$ cat config.mk
export PLATFORM = sky130hd
export DESIGN_NAME = usb_otg_global_config_regs
export DESIGN_NICKNAME = d
export VERILOG_FILES = /design/src/hdl/usb_otg_cfg_pkg.sv /design/src/hdl/dma_done_handshake.sv /design/src/hdl/usb_otg_global_config_regs.sv
export VERILOG_INCLUDE_DIRS = /design/src /design/src/hdl
export SDC_FILE = /design/constraint.sdc
export NUM_CORES = 1
export LEC_CHECK = 0
export BUFFER_PORTS_ARGS = -buffer_cell sky130_fd_sc_hd__buf_4
export CAP_MARGIN = 20
export CELL_PAD_IN_SITES_DETAIL_PLACEMENT = 1
export CELL_PAD_IN_SITES_GLOBAL_PLACEMENT = 1
export CORE_MARGIN = 1
export CORE_UTILIZATION = 35
export CTS_CLUSTER_DIAMETER = 120
export CTS_CLUSTER_SIZE = 8
export DETAILED_ROUTE_END_ITERATION = 16
export PLACE_DENSITY_LB_ADDON = 0.1
export SYNTH_ARGS = -nofsm -noshare
export SYNTH_HDL_FRONTEND = slang
export SYNTH_SLANG_ARGS = --single-unit
$ cat constraint.sdc
create_clock -name i_sys_clk -period 5 [get_ports i_sys_clk]
set_clock_uncertainty 0.2 [all_clocks]
set_input_delay 0.75 -clock i_sys_clk [delete_from_list [all_inputs] [get_ports i_sys_clk]]
set_output_delay 0.75 -clock i_sys_clk [all_outputs]
set_load 0.1 [all_outputs]
$ cat src/hdl/usb_otg_cfg_defs.svh
// Offsets, field positions, reset values and codes of the global config bank.
// Assumes a 32-bit Avalon-MM slave with byte addresses.
`ifndef USB_OTG_CFG_DEFS_SVH
`define USB_OTG_CFG_DEFS_SVH

// Register byte offsets
`define AVS_ADDR_W 6
`define OFS_OTG_EVENT 6'h04
`define OFS_BUS_CFG 6'h08
`define OFS_USB_CFG 6'h0C

// Reset value and writable masks
`define REG_RESET 32'h00000000
`define BUS_CFG_WMASK 32'h01E001BF
`define USB_CFG_WMASK 32'h70000000

// Event status bits
`define BIT_SESSION_END 2

// Bus config bits
`define BIT_DESC_INVERT 24
`define BIT_SINGLE_REM 23
`define BIT_NOTIFY_ALL 22
`define BIT_REMOTE_WAIT 21
`define BIT_PTX_LEVEL 8
`define BIT_NPTX_LEVEL 7
`define BIT_DMA_MODE 5
`define BURST_HI 4
`define BURST_LO 1
`define BIT_IRQ_UNMASK 0

// USB config bits
`define BIT_CORRUPT_TX 31
`define BIT_FORCE_DEV 30
`define BIT_FORCE_HOST 29
`define BIT_TX_END_DELAY 28
`define BIT_INTERCHIP_CAP 26

// Burst select codes for internal DMA and the highest external DMA code
`define SEL_SINGLE 4'h0
`define SEL_INCR 4'h1
`define SEL_INCR4 4'h3
`define SEL_INCR8 4'h5
`define SEL_INCR16 4'h7
`define SEL_EXT_MAX 4'h7

// Master burst type encodings on the system bus
`define HB_SINGLE 3'h0
`define HB_INCR 3'h1
`define HB_INCR4 3'h3
`define HB_INCR8 3'h5
`define HB_INCR16 3'h7

// Synchroniser depth and channel number width
`define SYNC_DEPTH 3
`define CHEP_W 5

`endif

$ cat src/hdl/usb_otg_cfg_pkg.sv
// Types shared by the global config bank and its DMA-done handshake.
// Assumes the defines header is compiled alongside.
`include "usb_otg_cfg_defs.svh"

package usb_otg_cfg_pkg;

    // One DMA write event from the core's DMA engine
    typedef struct packed {
        logic start;
        logic done;
        logic last;
        logic [`CHEP_W-1:0] chep;
    } dma_write_evt_t;

    // Notification outputs toward the system memory logic
    typedef struct packed {
        logic req;
        logic done;
        logic last;
        logic [`CHEP_W-1:0] chep;
    } dma_notify_t;

    // Handshake states
    typedef enum logic [1:0] {HS_IDLE, HS_LOCAL, HS_WRITING, HS_WAIT_SYS} hs_state_t;

endpackage

$ cat src/hdl/dma_done_handshake.sv
// DMA write notification and system done handshake.
// Assumes events come from logic on the same clock.
`timescale 1ns/1ps

module dma_done_handshake (
    input wire logic i_sys_clk,
    input wire logic i_reset,
    input wire logic i_clk_en,
    input wire logic i_remote_memory_wait,
    input wire logic i_notify_every_write,
    input wire usb_otg_cfg_pkg::dma_write_evt_t i_evt,
    input wire logic i_sys_dma_done,
    output usb_otg_cfg_pkg::dma_notify_t o_notify,
    output logic o_transfer_complete_irq
);
    usb_otg_cfg_pkg::hs_state_t state_reg, state_next; // Handshake state
    usb_otg_cfg_pkg::dma_notify_t notify_reg, notify_next; // Registered outputs
    logic xfer_reg, xfer_next; // Completion pulse

    // Next state of the handshake
    always_comb
    begin
        state_next = state_reg;
        notify_next = notify_reg;
        xfer_next = 1'b0;
        unique case (state_reg)
            usb_otg_cfg_pkg::HS_IDLE:
                if (i_evt.start)
                begin
                    notify_next.last = i_evt.last;
                    notify_next.chep = i_evt.chep;
                    // Notify every write or only the last one
                    if (i_remote_memory_wait && (i_notify_every_write || i_evt.last))
                    begin
                        notify_next.req = 1'b1;
                        state_next = usb_otg_cfg_pkg::HS_WRITING;
                    end
                    else
                    begin
                        state_next = usb_otg_cfg_pkg::HS_LOCAL;
                    end
                end
            usb_otg_cfg_pkg::HS_LOCAL:
                // Complete at our own boundary, no system wait
                if (i_evt.done)
                begin
                    xfer_next = notify_reg.last;
                    state_next = usb_otg_cfg_pkg::HS_IDLE;
                end
            usb_otg_cfg_pkg::HS_WRITING:
                // Writes finished: flag done, await system
                if (i_evt.done)
                begin
                    notify_next.req = 1'b0;
                    notify_next.done = 1'b1;
                    state_next = usb_otg_cfg_pkg::HS_WAIT_SYS;
                end
            usb_otg_cfg_pkg::HS_WAIT_SYS:
                // System acknowledges the data landed
                if (i_sys_dma_done)
                begin
                    notify_next.done = 1'b0;
                    xfer_next = notify_reg.last;
                    state_next = usb_otg_cfg_pkg::HS_IDLE;
                end
        endcase
    end

    // Registers only
    always_ff @(posedge i_sys_clk)
    begin
        if (i_reset)
        begin
            state_reg <= usb_otg_cfg_pkg::HS_IDLE;
            notify_reg <= '0;
            xfer_reg <= 1'b0;
        end
        else if (i_clk_en)
        begin
            state_reg <= state_next;
            notify_reg <= notify_next;
            xfer_reg <= xfer_next;
        end
    end

    assign o_notify = notify_reg;
    assign o_transfer_complete_irq = xfer_reg;

    // Checks
    property p_no_notify_local;
        @(posedge i_sys_clk) disable iff (i_reset)
        state_reg == usb_otg_cfg_pkg::HS_LOCAL |-> !o_notify.req && !o_notify.done;
    endproperty
    a_no_notify_local: assert property (p_no_notify_local)
        else $error("dma notify raised on a local write");

    property p_wait_sys;
        @(posedge i_sys_clk) disable iff (i_reset)
        o_notify.done && !i_sys_dma_done |=> !i_clk_en || o_notify.done;
    endproperty
    a_wait_sys: assert property (p_wait_sys)
        else $error("dma done dropped before system done");

    property p_req_when_notify;
        @(posedge i_sys_clk) disable iff (i_reset)
        i_clk_en && state_reg == usb_otg_cfg_pkg::HS_IDLE && i_evt.start
            && i_remote_memory_wait && i_notify_every_write |=> o_notify.req;
    endproperty
    a_req_when_notify: assert property (p_req_when_notify)
        else $error("dma request missing with notify all");

    c_handshake: cover property (@(posedge i_sys_clk) disable iff (i_reset)
        o_notify.done ##[1:20] o_transfer_complete_irq);
endmodule

$ cat src/hdl/usb_otg_global_config_regs.sv
// Global configuration bank of the on-the-go controller: event status,
// bus config and upper USB config over an Avalon-MM slave.
// Assumes the transceiver pins are asynchronous and all else is on i_sys_clk.
//
// Decided for this implementation: the Avalon-MM register port.
`timescale 1ns/1ps

// Functional notes
// - Bvalid falling sets sticky session end, W1C
// - Invert bit flips descriptor endianness from master
// - DMA remainder uses SINGLE when bit set
// - Remote wait: request, done, await system done
// - No remote wait: no handshake, complete immediately
// - Notify all writes or only the last
// - Periodic empty irq: half or fully empty
// - Nonperiodic/IN endpoint empty irq level select
// - DMA enable picks slave or DMA mode
// - External DMA drives burst length code out
// - Internal DMA burst type decode; slave single
// - Global unmask gates irq output only
// - Force bit selects device role over ID
// - Force bit selects host role over ID
// - Transmit end delay enable in device mode
// - Inter-chip capable reads zero, ignores writes
// - Software clears event bits to clear irq
module usb_otg_global_config_regs (
    input wire logic i_sys_clk,
    input wire logic i_reset,
    input wire logic i_clk_en,
    input wire logic [`AVS_ADDR_W-1:0] i_avs_address,
    input wire logic i_avs_read,
    input wire logic i_avs_write,
    input wire logic [31:0] i_avs_writedata,
    input wire logic [3:0] i_avs_byteenable,
    output logic [31:0] o_avs_readdata,
    output logic o_avs_waitrequest,
    input wire logic i_bvalid_pin,
    input wire logic i_iddig_pin,
    input wire logic i_master_big_endian,
    input wire logic i_external_dma,
    input wire usb_otg_cfg_pkg::dma_write_evt_t i_dma_evt,
    input wire logic i_sys_dma_done,
    output usb_otg_cfg_pkg::dma_notify_t o_dma_notify,
    output logic o_transfer_complete_irq,
    output logic [3:0] o_dma_burst,
    output logic [2:0] o_master_burst,
    output logic o_single_remainder,
    input wire logic i_ptx_half_empty,
    input wire logic i_ptx_empty,
    input wire logic i_nptx_half_empty,
    input wire logic i_nptx_empty,
    input wire logic i_dedicated_fifo,
    output logic o_periodic_fifo_empty_irq,
    output logic o_nonperiodic_fifo_empty_irq,
    output logic o_in_endpoint_fifo_empty_irq,
    input wire logic i_core_irq_pending,
    output logic o_irq,
    output logic o_descriptor_big_endian,
    output logic o_host_mode,
    output logic o_transmit_end_delay_enable,
    output logic o_corrupt_tx
);
    // Register file
    logic [31:0] bus_config_reg, bus_config_next; // Bus config
    logic [31:0] usb_phy_config_reg, usb_phy_config_next; // USB config
    logic [31:0] otg_event_status_reg, otg_event_status_next; // Sticky events
    logic corrupt_tx_reg, corrupt_tx_next; // Write-only debug bit
    // Bus slave state
    logic ack_reg, ack_next; // Answer cycle marker
    logic [31:0] readdata_reg, readdata_next; // Read data
    // Pin synchronisers, one chain per pin
    logic [`SYNC_DEPTH-1:0] sync_reg [2];
    logic [1:0] pin_stable_reg; // Filtered pin levels
    logic bvalid_prev_reg; // For falling-edge detect
    // Decoded controls
    logic [31:0] byte_mask; // Byte enables spread to bits
    logic wr_take; // Write takes effect this edge
    logic session_end_evt; // Bvalid fell
    logic dma_mode; // DMA mode selected
    logic [3:0] burst_sel; // Burst field
    logic force_dev; // Forced device role
    logic force_host; // Forced host role

    // Byte enables to a bit mask
    genvar g;
    generate
        for (g = 0; g < 4; g++)
        begin : g_byte
            assign byte_mask[8*g +: 8] = {8{i_avs_byteenable[g]}};
        end
    endgenerate

    // Three-stage synchroniser; level changes once stages two and three agree
    generate
        for (g = 0; g < 2; g++)
        begin : g_sync
            always_ff @(posedge i_sys_clk)
            begin
                if (i_reset)
                begin
                    sync_reg[g] <= '0;
                    pin_stable_reg[g] <= 1'b0;
                end
                else if (i_clk_en)
                begin
                    sync_reg[g] <= {sync_reg[g][`SYNC_DEPTH-2:0],
                        (g == 0) ? i_bvalid_pin : i_iddig_pin};
                    if (sync_reg[g][1] == sync_reg[g][2])
                    begin
                        pin_stable_reg[g] <= sync_reg[g][2];
                    end
                end
            end
        end
    endgenerate

    // Previous bvalid level
    always_ff @(posedge i_sys_clk)
    begin
        if (i_reset)
            bvalid_prev_reg <= 1'b0;
        else if (i_clk_en)
            bvalid_prev_reg <= pin_stable_reg[0];
    end

    assign session_end_evt = bvalid_prev_reg && !pin_stable_reg[0];
    assign wr_take = i_avs_write && ack_reg;

    // Bus slave: one wait cycle, then answer
    always_comb
    begin
        ack_next = (i_avs_read || i_avs_write) && !ack_reg;
        readdata_next = readdata_reg;
        if (i_avs_read && !ack_reg)
        begin
            // Reserved and unmapped bits read zero
            unique case (i_avs_address)
                `OFS_OTG_EVENT:
                    readdata_next = otg_event_status_reg;
                `OFS_BUS_CFG:
                    readdata_next = bus_config_reg & `BUS_CFG_WMASK;
                `OFS_USB_CFG:
                    readdata_next = usb_phy_config_reg & `USB_CFG_WMASK;
                default:
                    readdata_next = `REG_RESET;
            endcase
        end
    end

    always_ff @(posedge i_sys_clk)
    begin
        if (i_reset)
        begin
            ack_reg <= 1'b0;
            readdata_reg <= `REG_RESET;
        end
        else if (i_clk_en)
        begin
            ack_reg <= ack_next;
            readdata_reg <= readdata_next;
        end
    end

    assign o_avs_waitrequest = (i_avs_read || i_avs_write) && !ack_reg;
    assign o_avs_readdata = readdata_reg;

    // Register writes and event capture
    always_comb
    begin
        bus_config_next = bus_config_reg;
        usb_phy_config_next = usb_phy_config_reg;
        otg_event_status_next = otg_event_status_reg;
        corrupt_tx_next = corrupt_tx_reg;
        if (wr_take)
        begin
            unique case (i_avs_address)
                `OFS_BUS_CFG:
                    // Only documented fields take writes
                    bus_config_next = (bus_config_reg & ~(`BUS_CFG_WMASK & byte_mask))
                        | (i_avs_writedata & `BUS_CFG_WMASK & byte_mask);
                `OFS_USB_CFG:
                begin
                    // Inter-chip capable is not writable
                    usb_phy_config_next = (usb_phy_config_reg & ~(`USB_CFG_WMASK & byte_mask))
                        | (i_avs_writedata & `USB_CFG_WMASK & byte_mask);
                    if (i_avs_byteenable[3])
                        corrupt_tx_next = i_avs_writedata[`BIT_CORRUPT_TX];
                end
                `OFS_OTG_EVENT:
                    // Write one clears
                    if (i_avs_byteenable[0] && i_avs_writedata[`BIT_SESSION_END])
                        otg_event_status_next[`BIT_SESSION_END] = 1'b0;
                default:
                    otg_event_status_next = otg_event_status_reg;
            endcase
        end
        // Set wins over a clear in the same cycle
        if (session_end_evt)
            otg_event_status_next[`BIT_SESSION_END] = 1'b1;
    end

    always_ff @(posedge i_sys_clk)
    begin
        if (i_reset)
        begin
            bus_config_reg <= `REG_RESET;
            usb_phy_config_reg <= `REG_RESET;
            otg_event_status_reg <= `REG_RESET;
            corrupt_tx_reg <= 1'b0;
        end
        else if (i_clk_en)
        begin
            bus_config_reg <= bus_config_next;
            usb_phy_config_reg <= usb_phy_config_next;
            otg_event_status_reg <= otg_event_status_next;
            corrupt_tx_reg <= corrupt_tx_next;
        end
    end

    // Field decode
    assign dma_mode = bus_config_reg[`BIT_DMA_MODE];
    assign burst_sel = bus_config_reg[`BURST_HI:`BURST_LO];
    assign force_dev = usb_phy_config_reg[`BIT_FORCE_DEV];
    assign force_host = usb_phy_config_reg[`BIT_FORCE_HOST];

    // Descriptor endianness
    assign o_descriptor_big_endian = i_master_big_endian
        ^ bus_config_reg[`BIT_DESC_INVERT];

    // Remainder as singles only in DMA mode
    assign o_single_remainder = dma_mode && bus_config_reg[`BIT_SINGLE_REM];

    // External DMA burst length, reserved codes and other modes drive zero
    assign o_dma_burst = (dma_mode && i_external_dma && burst_sel <= `SEL_EXT_MAX)
        ? burst_sel : `SEL_SINGLE;

    // Internal DMA burst type; slave mode and reserved codes use single
    always_comb
    begin
        o_master_burst = `HB_SINGLE;
        if (dma_mode && !i_external_dma)
        begin
            unique case (burst_sel)
                `SEL_INCR: o_master_burst = `HB_INCR;
                `SEL_INCR4: o_master_burst = `HB_INCR4;
                `SEL_INCR8: o_master_burst = `HB_INCR8;
                `SEL_INCR16: o_master_burst = `HB_INCR16;
                default: o_master_burst = `HB_SINGLE;
            endcase
        end
    end

    // Role: device force wins if both set, else ID pin low means host
    assign o_host_mode = force_dev ? 1'b0 : (force_host || !pin_stable_reg[1]);

    // Transmit end delay only in device role
    assign o_transmit_end_delay_enable = usb_phy_config_reg[`BIT_TX_END_DELAY]
        && !o_host_mode;
    assign o_corrupt_tx = corrupt_tx_reg;

    // FIFO empty interrupts, slave mode only
    assign o_periodic_fifo_empty_irq = !dma_mode && o_host_mode
        && (bus_config_reg[`BIT_PTX_LEVEL] ? i_ptx_empty : i_ptx_half_empty);
    assign o_nonperiodic_fifo_empty_irq = !dma_mode && !(i_dedicated_fifo && !o_host_mode)
        && (bus_config_reg[`BIT_NPTX_LEVEL] ? i_nptx_empty : i_nptx_half_empty);
    assign o_in_endpoint_fifo_empty_irq = !dma_mode && i_dedicated_fifo && !o_host_mode
        && (bus_config_reg[`BIT_NPTX_LEVEL] ? i_nptx_empty : i_nptx_half_empty);

    // Global gate on the interrupt line; status keeps updating
    assign o_irq = bus_config_reg[`BIT_IRQ_UNMASK]
        && (i_core_irq_pending || |otg_event_status_reg);

    // DMA write notification
    dma_done_handshake u_dma_done_handshake (
        .i_sys_clk(i_sys_clk),
        .i_reset(i_reset),
        .i_clk_en(i_clk_en),
        .i_remote_memory_wait(dma_mode && bus_config_reg[`BIT_REMOTE_WAIT]),
        .i_notify_every_write(bus_config_reg[`BIT_NOTIFY_ALL]),
        .i_evt(i_dma_evt),
        .i_sys_dma_done(i_sys_dma_done),
        .o_notify(o_dma_notify),
        .o_transfer_complete_irq(o_transfer_complete_irq)
    );

    // Checks
    property p_session_set;
        @(posedge i_sys_clk) disable iff (i_reset)
        i_clk_en && session_end_evt |=> otg_event_status_reg[`BIT_SESSION_END];
    endproperty
    a_session_set: assert property (p_session_set)
        else $error("session end flag not set on bvalid fall");

    property p_session_sticky;
        @(posedge i_sys_clk) disable iff (i_reset)
        otg_event_status_reg[`BIT_SESSION_END] && !wr_take |=>
            otg_event_status_reg[`BIT_SESSION_END];
    endproperty
    a_session_sticky: assert property (p_session_sticky)
        else $error("session end flag lost without a clear");

    property p_irq_masked;
        @(posedge i_sys_clk) disable iff (i_reset)
        !bus_config_reg[`BIT_IRQ_UNMASK] |-> !o_irq;
    endproperty
    a_irq_masked: assert property (p_irq_masked)
        else $error("interrupt passed while masked");

    property p_slave_single;
        @(posedge i_sys_clk) disable iff (i_reset)
        !dma_mode |-> o_master_burst == `HB_SINGLE && !o_single_remainder;
    endproperty
    a_slave_single: assert property (p_slave_single)
        else $error("burst used in slave mode");

    property p_force_dev;
        @(posedge i_sys_clk) disable iff (i_reset)
        wr_take && i_avs_address == `OFS_USB_CFG && i_avs_byteenable[3] && i_clk_en
            && i_avs_writedata[`BIT_FORCE_DEV] |=> !o_host_mode;
    endproperty
    a_force_dev: assert property (p_force_dev)
        else $error("forced device role not taken");

    property p_cap_zero;
        @(posedge i_sys_clk) disable iff (i_reset)
        ack_reg && i_avs_read && i_avs_address == `OFS_USB_CFG
            |-> !o_avs_readdata[`BIT_INTERCHIP_CAP] && !o_avs_readdata[`BIT_CORRUPT_TX];
    endproperty
    a_cap_zero: assert property (p_cap_zero)
        else $error("inter-chip capable or debug bit read as one");

    property p_wait_once;
        @(posedge i_sys_clk) disable iff (i_reset)
        i_clk_en && (i_avs_read || i_avs_write) && o_avs_waitrequest |=> !o_avs_waitrequest;
    endproperty
    a_wait_once: assert property (p_wait_once)
        else $error("slave waited more than one cycle");

    c_session: cover property (@(posedge i_sys_clk) disable iff (i_reset)
        session_end_evt ##[1:30] wr_take);
    c_irq: cover property (@(posedge i_sys_clk) disable iff (i_reset) o_irq);
    c_burst16: cover property (@(posedge i_sys_clk) disable iff (i_reset)
        o_master_burst == `HB_INCR16);
endmodule
Yosys cells after proc, flatten, opt, wreduce, memory -nomap -nowiden --
Memory sizes are Yosys's and may differ from the RTL's. Index checks and enable logic that the tools add are counted.
Word-level totals: input bits 66, flip-flop bits (word level) 113, RAM bits 6, memories kept 1, output and inout port bits 58
Operators by class: $lt $le $gt $ge 1, reduce and logical (&&, ||, !) cells 49, bitwise logic cells 11, equality and inequality tests 17, multiplexer cells 33
Memories:
- sync_reg | depth 2, width 3, rd ports 2, clocked after memory_dff 0, wr ports 2, RTL line usb_otg_global_config_regs.sv:72 | logic [`SYNC_DEPTH-1:0] sync_reg [2];
Operator list (count):
- $pmux 31 s3 | 1
- $and 32x32->32 | 2
- $or 32x32->32 | 2
- $and 25x32->32 | 1
- $and 31x32->32 | 1
- $not 25->32 | 1
- $not 31->32 | 1
- $logic_and 1x1->1 | 21
- $mux 1 | 16
- $eq 6x4->1 const B | 2
- $mux 2 | 6
- $mux 3 | 4
- $pmux 3 s4 | 1
- $reduce_and 4->1 | 3
- $reduce_and 5->1 | 2
- $reduce_bool 2->1 | 5
- $reduce_and 3->1 | 3
- $eq 4x3->1 const B | 2
- $ne 2x2->1 const B | 4
- $pmux 2 s4 | 1
- $logic_not 1->1 | 7
- $eq 6x3->1 const B | 1
- $pmux 1 s2 | 3
- $reduce_and 2->1 | 3
- 12 further kinds | 18

Depth between registers and ports, before layout --
Gate-level depths: netlist of the first run.
depth in word-level cells 8, gate-level depth with buffers 6

By module --
From an unflattened synthesis of the first run, not the netlist that was laid out.
Unflattened totals: cells, all modules 288, area total of the unflattened synthesis 2600.0 µm²
By module, submodules not included:
- usb_otg_global_config_regs | times used 1, cells an instance 238, area each 2094.5 µm²
- dma_done_handshake | times used 1, cells an instance 50, area each 505.5 µm²

Least setup slack after synthesis of the first run --
Ideal clock, no wire load.
path type input -> output, start point input i_external_dma, end point output o_master_burst[1], cell stages on the path 2, data arrival time 4774 ps, path buffers 0, setup slack -724 ps, cells stage by stage nor4bb_1 -> and2_1
On the way: word-level cells in the longest chain between the ends 3
Ends and longest elaborated chain:
- start, declared | RTL line usb_otg_global_config_regs.sv:40 | input wire logic i_external_dma,
- $logic_not 1->1 | RTL line usb_otg_global_config_regs.sv:241 | if (dma_mode && !i_external_dma)
- $logic_and 1x1->1 | RTL line usb_otg_global_config_regs.sv:241
- $mux 3 | RTL line usb_otg_global_config_regs.sv:241
- end, declared | RTL line usb_otg_global_config_regs.sv:46 | output logic [2:0] o_master_burst,
No other way between the ends.

==> impl_metrics.csv, run 1 <==
group,metric,value,unit
logic_synthesis,synth_simple_gate_area_share,22.5,%
logic_synthesis,synth_edf_count,6,
placed_design,hpwl,5170,µm
logic_synthesis,synth.cell_area,2540,µm²
logic_synthesis,avgSynthCellArea,8.78,µm²
cells_and_area,layout_common_cells,"buf_4 (92), dfxtp_1 (47), a21oi_1 (32), nand2_1 (28), nand4_1 (28)",
drt,drc,0,
logic_synthesis,synth-seq-cells,53,
global_route,grt_usage,19.7,%
global_route,antenna_found_initial,0,
logic_synthesis,synthArstFlopShare,0,%
global_route,grt_start_max_net_pins,43,
clock_tree,clk_path_buf_depth,2,
logic_synthesis,synth_top_cell_area_share,37.1,%
logic_synthesis,synth_mux_area_share,6.36,%
run_status,status,"complete, no violations",
floorplanning,io_pins,124,
clock_tree,ctsRootBufferMaster,"clkbuf_8",
critical_path,worstSetupStartpointType,"flip-flop",
cells_and_area,final_core_util,48.1,%
sta,fin_ws,2.24,ns
logic_synthesis,synth_top_family_by_area,"simple AND/OR/NAND/NOR gates",
sta,finalCriticalPeriod,2.76,ns
logic_synthesis,synthTopCellsByArea,"dfxtp_1 (37%), edfxtp_1 (7.1%), nand4_1 (6.9%), a21oi_1 (6.3%), mux2i_1 (5.9%)",
global_route,grt_first_pass_wirelength,11600,µm
drt,vias_per_cell,5.18,
sta,finalCritPeriodShare,55.2,%
clock_tree,clkTransAtPathRegs,0.10,ns
drt,met3_length,412,µm
drt,wl_met2,3560,µm
power_and_ir_drop,p_int,634,µW
sta,hold_violations,0,
floorplanning,die_w,87.2,µm
clock_tree,cts_tree,"done",
sta,slew_headroom,52.2,%
clock_tree,hold_buffers,0,
logic_synthesis,synth-adder-area-share,0,%
critical_path,cp.arrival,1.81,ns
power_and_ir_drop,vdd_drop_max,0.151,mV
logic_synthesis,ys.warnings.count,0,
cells_and_area,drive_gt1_share,29.1,%
drt,drt_iter0_markers,125,
drt,vias,2382,
cells_and_area,layout.nets,429,
logic_synthesis,synth_flop_cell,"dfxtp_1",
drt,antenna_left,0,
drt,drt-met1-wl,3190,µm
placed_design,port_buffers,89,
cells_and_area,fillers,863,
drt,first_pass_iters,4,
clock_tree,cts_resized,0,
power_and_ir_drop,p_leak,1.36,nW
critical_path,cp-end-kind,"output pin",
power_and_ir_drop,p_clk_share,31.5,%
power_and_ir_drop,combPwrFrac,20.8,%
sta,finalSetupTns,0,ns
logic_synthesis,synth-compound-area-share,16.4,%
placed_design,gp_congestion,0.718,
clock_tree,post_cts_buffers,0,
logic_synthesis,synth_seq_area_share,44.2,%
job,max_cap_viol_count,0,
sta,rsz0062_at_grt,"no",
clock_tree,clock-sinks,53,
floorplanning,die-area,7600,µm²
critical_path,cp_max_fo,10,
logic_synthesis,synth_cells,289,
sta,slew_violations,0,
min_path,min_path_type,"flip-flop to flip-flop",
floorplanning,fp.dieH,87.2,µm
floorplanning,core,6910,µm²
clock_tree,numCtsBuffers,5,
global_route,grt-ovfl-total,0,
logic_synthesis,synth_xor_area_share,0.345,%
cells_and_area,synthToLayoutAreaGrowth,30.9,%
floorplanning,row_count,30,
cells_and_area,layout_commonest_cell,"buf_4",
placed_design,pre_cts_slack,2.24,ns
power_and_ir_drop,p_per_area,280,nW/µm²
logic_synthesis,netlist.top_cell.by_area,"dfxtp_1",
floorplanning,initial_core_util,36.8,%
sta,worst_pin_slew,0.715,ns
critical_path,worst-setup-path-type,"flip-flop to output pin",
cells_and_area,diodes,0,
clock_tree,h-tree-depth,2,
cells_and_area,stdcell_count,460,
drt,wire_per_inst,15.7,µm
global_route,grt_pass1_vias,2399,
power_and_ir_drop,switching_share,31.9,%
logic_synthesis,yosysUniqueCellTypes,44,
placed_design,dpl.cell_count,452,
clock_tree,clock_latency,0.30,ns
sta,setup_viol,0,
drt,wirelength,7200,µm
sta,fmax,362,MHz
critical_path,required,4.05,ns
drt,dr.max_layer_used,"met4",
power_and_ir_drop,power.switching,297,µW
power_and_ir_drop,seq_power_share,47.7,%
[cells in the mapped netlist, types with 3 or more instances]
| cell | n |
|---|---|
| and3_1 | 6 |
| o21ai_0 | 5 |
| nor3_1 | 3 |
| clkbuf_1 | 22 |
| and2_1 | 8 |
| o31ai_1 | 11 |
| inv_1 | 8 |
| buf_4 | 18 |
| edfxtp_1 | 6 |
| a21oi_1 | 32 |
| nor2_1 | 10 |
| dfxtp_1 | 47 |
| mux2i_1 | 15 |
| a21o_1 | 3 |
| nand4_1 | 28 |
| nand2_1 | 28 |
[worst paths after layout]
check,from,endpoint,slack (ns),depth (start not counted)
hold reg to reg,u_dma_done_handshake.o_notify[6]$_SDFFE_PP0P_,u_dma_done_handshake.o_notify[6]$_SDFFE_PP0P_,0.25,2
hold / removal,u_dma_done_handshake.o_notify[6]$_SDFFE_PP0P_,u_dma_done_handshake.o_notify[6]$_SDFFE_PP0P_,0.25,2
setup / recovery,flip-flop,o_master_burst[2],2.24,3
setup reg to reg,ack_reg$_SDFFE_PP0P_,o_avs_readdata[2]$_SDFFE_PP0P_,3.21,3
[logic make-up after synthesis]
logic type | count (synthesis)
AO/OA/AOI/OAI | 66
buffers and inverters | 50
flip-flops | 53
multiplexers | 16
XOR/XNOR | 1
other | 1
AND/OR/NAND/NOR | 102
[area by class of cell]
class | count | area [µm²] | share of cell area [%]
clock inverters | 3 | 46.3 | 1.39
multi-input cells | 203 | 1250 | 37.5
well taps | 96 | 120 | 3.61
clock buffers | 5 | 68.8 | 2.07
repair buffers | 92 | 691 | 20.8
inverters | 8 | 30.0 | 0.904
flip-flops and latches | 53 | 1120 | 33.7
[metal layers]
layer | up-vias | track usage, %
li1 | 1158 | -
met1 | 1145 | 25.8
met2 | 77 | 33.6
met3 | 2 | 3.79
met4 | 0 | 4.17
met5 | - | 0
[critical path: stages, from the launching register on]
cell	delay [ns]
dfxtp_1	0.62
nor4bb_2	0.42
and2_1	0.18
buf_4	0.28
[power by group through the flow]
stage	logic (mW)	registers, mW	clock network [mW]
6_report	0.194	0.444	0.294
5_1_grt	0.204	0.445	0.321
4_1_cts	0.194	0.444	0.300
3_5_place_dp	0.194	0.454	0
3_3_place_gp	0.193	0.453	0
2_1_floorplan	0.130	0.473	0
[stage by stage]
stage / cell area, µm² / hold slack, ns / total power, mW
after floorplan: 2620 / 0.244 / 0.603
after global placement: 3210 / 0.236 / 0.646
after detailed placement: 3210 / 0.247 / 0.648
after CTS: 3320 / 0.259 / 0.939
after global routing: 3320 / 0.286 / 0.970
final: 3320 / 0.253 / 0.931
Power figures use the tool's default switching activity.
==> run 2: changes to the inputs <==
--- a/config.mk
+++ b/config.mk
@@ -11,7 +11,7 @@
 export CELL_PAD_IN_SITES_DETAIL_PLACEMENT = 1
 export CELL_PAD_IN_SITES_GLOBAL_PLACEMENT = 1
 export CORE_MARGIN = 1
-export CORE_UTILIZATION = 35
+export CORE_UTILIZATION = 29
 export CTS_CLUSTER_DIAMETER = 120
 export CTS_CLUSTER_SIZE = 8
 export DETAILED_ROUTE_END_ITERATION = 16
==> constraint.sdc (replaced) <==
create_clock -name i_sys_clk -period 2.4 [get_ports i_sys_clk]
set_clock_uncertainty 0.2 [all_clocks]
set_input_delay 0.36 -clock i_sys_clk [delete_from_list [all_inputs] [get_ports i_sys_clk]]
set_output_delay 0.36 -clock i_sys_clk [all_outputs]
set_load 0.1 [all_outputs]
==> run 2 against run 1 <==
Effect of this change:
- critical path type unchanged
- register-to-register slack lost 2.5 ns
- non-clock buffer count is 4 higher
- clock power is 83% higher
==> impl_metrics.csv, run 2 (synthesis results as in run 1) <==
group,metric,value,unit
critical_path,worstSetupStartpointType,"flip-flop",
drt,wire_per_inst,15.5,µm
sta,fmax,457,MHz
placed_design,hpwl,5490,µm
sta,hold_violations,0,
sta,slew_violations,0,
power_and_ir_drop,vdd_drop_max,0.223,mV
sta,worst_pin_slew,0.600,ns
floorplanning,row_count,33,
global_route,grt_pass1_vias,2286,
critical_path,cp-end-kind,"output pin",
power_and_ir_drop,total_power,1.87,mW
clock_tree,h-tree-depth,2,
floorplanning,die_w,95.6,µm
cells_and_area,layout_commonest_cell,"buf_4",
clock_tree,cts_tree,"done",
global_route,antenna_found_initial,0,
sta,finalCriticalPeriod,2.19,ns
clock_tree,clock_latency,0.31,ns
run_status,status,"complete, no violations",
cells_and_area,layout.nets,433,
cells_and_area,synthToLayoutAreaGrowth,33.0,%
floorplanning,io_pins,124,
clock_tree,cts_resized,0,
clock_tree,clk_path_buf_depth,2,
clock_tree,hold_buffers,0,
placed_design,port_buffers,89,
drt,antenna_left,0,
placed_design,gp_congestion,0.716,
drt,drt_iter0_markers,107,
drt,vias,2359,
floorplanning,core,8340,µm²
clock_tree,clock-sinks,53,
global_route,grt_start_max_net_pins,28,
cells_and_area,layout_common_cells,"buf_4 (96), dfxtp_1 (47), a21oi_1 (32), nand2_1 (28), nand4_1 (28)",
global_route,grt-ovfl-total,0,
drt,drc,0,
clock_tree,clkTransAtPathRegs,0.11,ns
critical_path,cp.arrival,1.63,ns
clock_tree,ctsRootBufferMaster,"clkbuf_8",
floorplanning,die-area,9130,µm²
power_and_ir_drop,p_per_area,555,nW/µm²
drt,wirelength,7320,µm
cells_and_area,stdcell_count,473,
cells_and_area,diodes,0,
sta,finalCritPeriodShare,91.2,%
job,max_cap_viol_count,0,
floorplanning,initial_core_util,30.4,%
floorplanning,fp.dieH,95.6,µm
cells_and_area,final_core_util,40.5,%
power_and_ir_drop,p_leak,1.38,nW
placed_design,dpl.cell_count,465,
drt,first_pass_iters,4,
critical_path,worst-setup-path-type,"flip-flop to output pin",
drt,vias_per_cell,4.99,
critical_path,cp_max_fo,7,
sta,slew_headroom,60.0,%
sta,setup_viol,0,
clock_tree,post_cts_buffers,0,
global_route,grt_usage,16.5,%
critical_path,required,1.84,ns
cells_and_area,drive_gt1_share,31.0,%
min_path,min_path_type,"primary input to flip-flop",
global_route,grt_first_pass_wirelength,11600,µm
sta,rsz0062_at_grt,"no",
clock_tree,numCtsBuffers,5,
-- run 2: area by class of cell --
type | instances | area (µm²)
clock buffers | 5 | 68.8
well taps | 105 | 131
inverters | 8 | 30.0
flip-flops and latches | 53 | 1120
fillers | 1025 | 4960
repair buffers | 96 | 721
clock inverters | 3 | 26.3
multi-input cells | 203 | 1280
-- run 2: power breakdown --
group	switching [mW]	total (mW)	internal (mW)
Combinational	0.310	0.410	0.100
Clock	0.323	0.537	0.214
Sequential	0.0126	0.925	0.912
Total	0.646	1.87	1.23
-- run 2: path summary, 6_finish.rpt --
kind | start | end | slack (ns) | cells past startpoint
min reg2reg | o_avs_readdata[0]$_SDFFE_PP0P_ | o_avs_readdata[0]$_SDFFE_PP0P_ | 0.26 | 2
max | flip-flop | o_master_burst[1] | 0.21 | 3
min | i_dma_evt[4] | u_dma_done_handshake.o_notify[4]$_SDFFE_PP0P_ | 0.07 | 3
max reg2reg | ack_reg$_SDFFE_PP0P_ | o_avs_readdata[8]$_SDFFE_PP0P_ | 0.67 | 3
-- run 2: per-layer routing --
| metal | vias up | share of wire, % | routed length [µm] | track usage [%] |
|---|---|---|---|---|
| met4 | 0 | 0.78 | 57 | 3.73 |
| met3 | 7 | 5.5 | 403 | 4.15 |
| met5 | - | 0 | 0 | 0 |
| met1 | 1123 | 48 | 3490 | 22.5 |
| met2 | 62 | 46 | 3370 | 26.1 |
| li1 | 1167 | - | - | - |
-- run 2: per-stage QoR --
step | hold WS, ns | setup TNS (ns) | instance area (µm²) | setup WS, ns
6_report | 0.0741 | 0 | 3380 | 0.210
3_3_place_gp | 0.237 | 0 | 3280 | 0.271
5_1_grt | 0.0724 | 0 | 3380 | 0.0886
3_5_place_dp | 0.248 | 0 | 3280 | 0.252
4_1_cts | 0.0658 | 0 | 3380 | 0.181
2_1_floorplan | 0.244 | -0.911 | 2660 | -0.357
-- run 2: worst max-delay path: stages, from the launching register on --
cell and delay, ns:
dfxtp_1 0.56, nor4bb_4 0.30, and2_2 0.18, buf_4 0.28
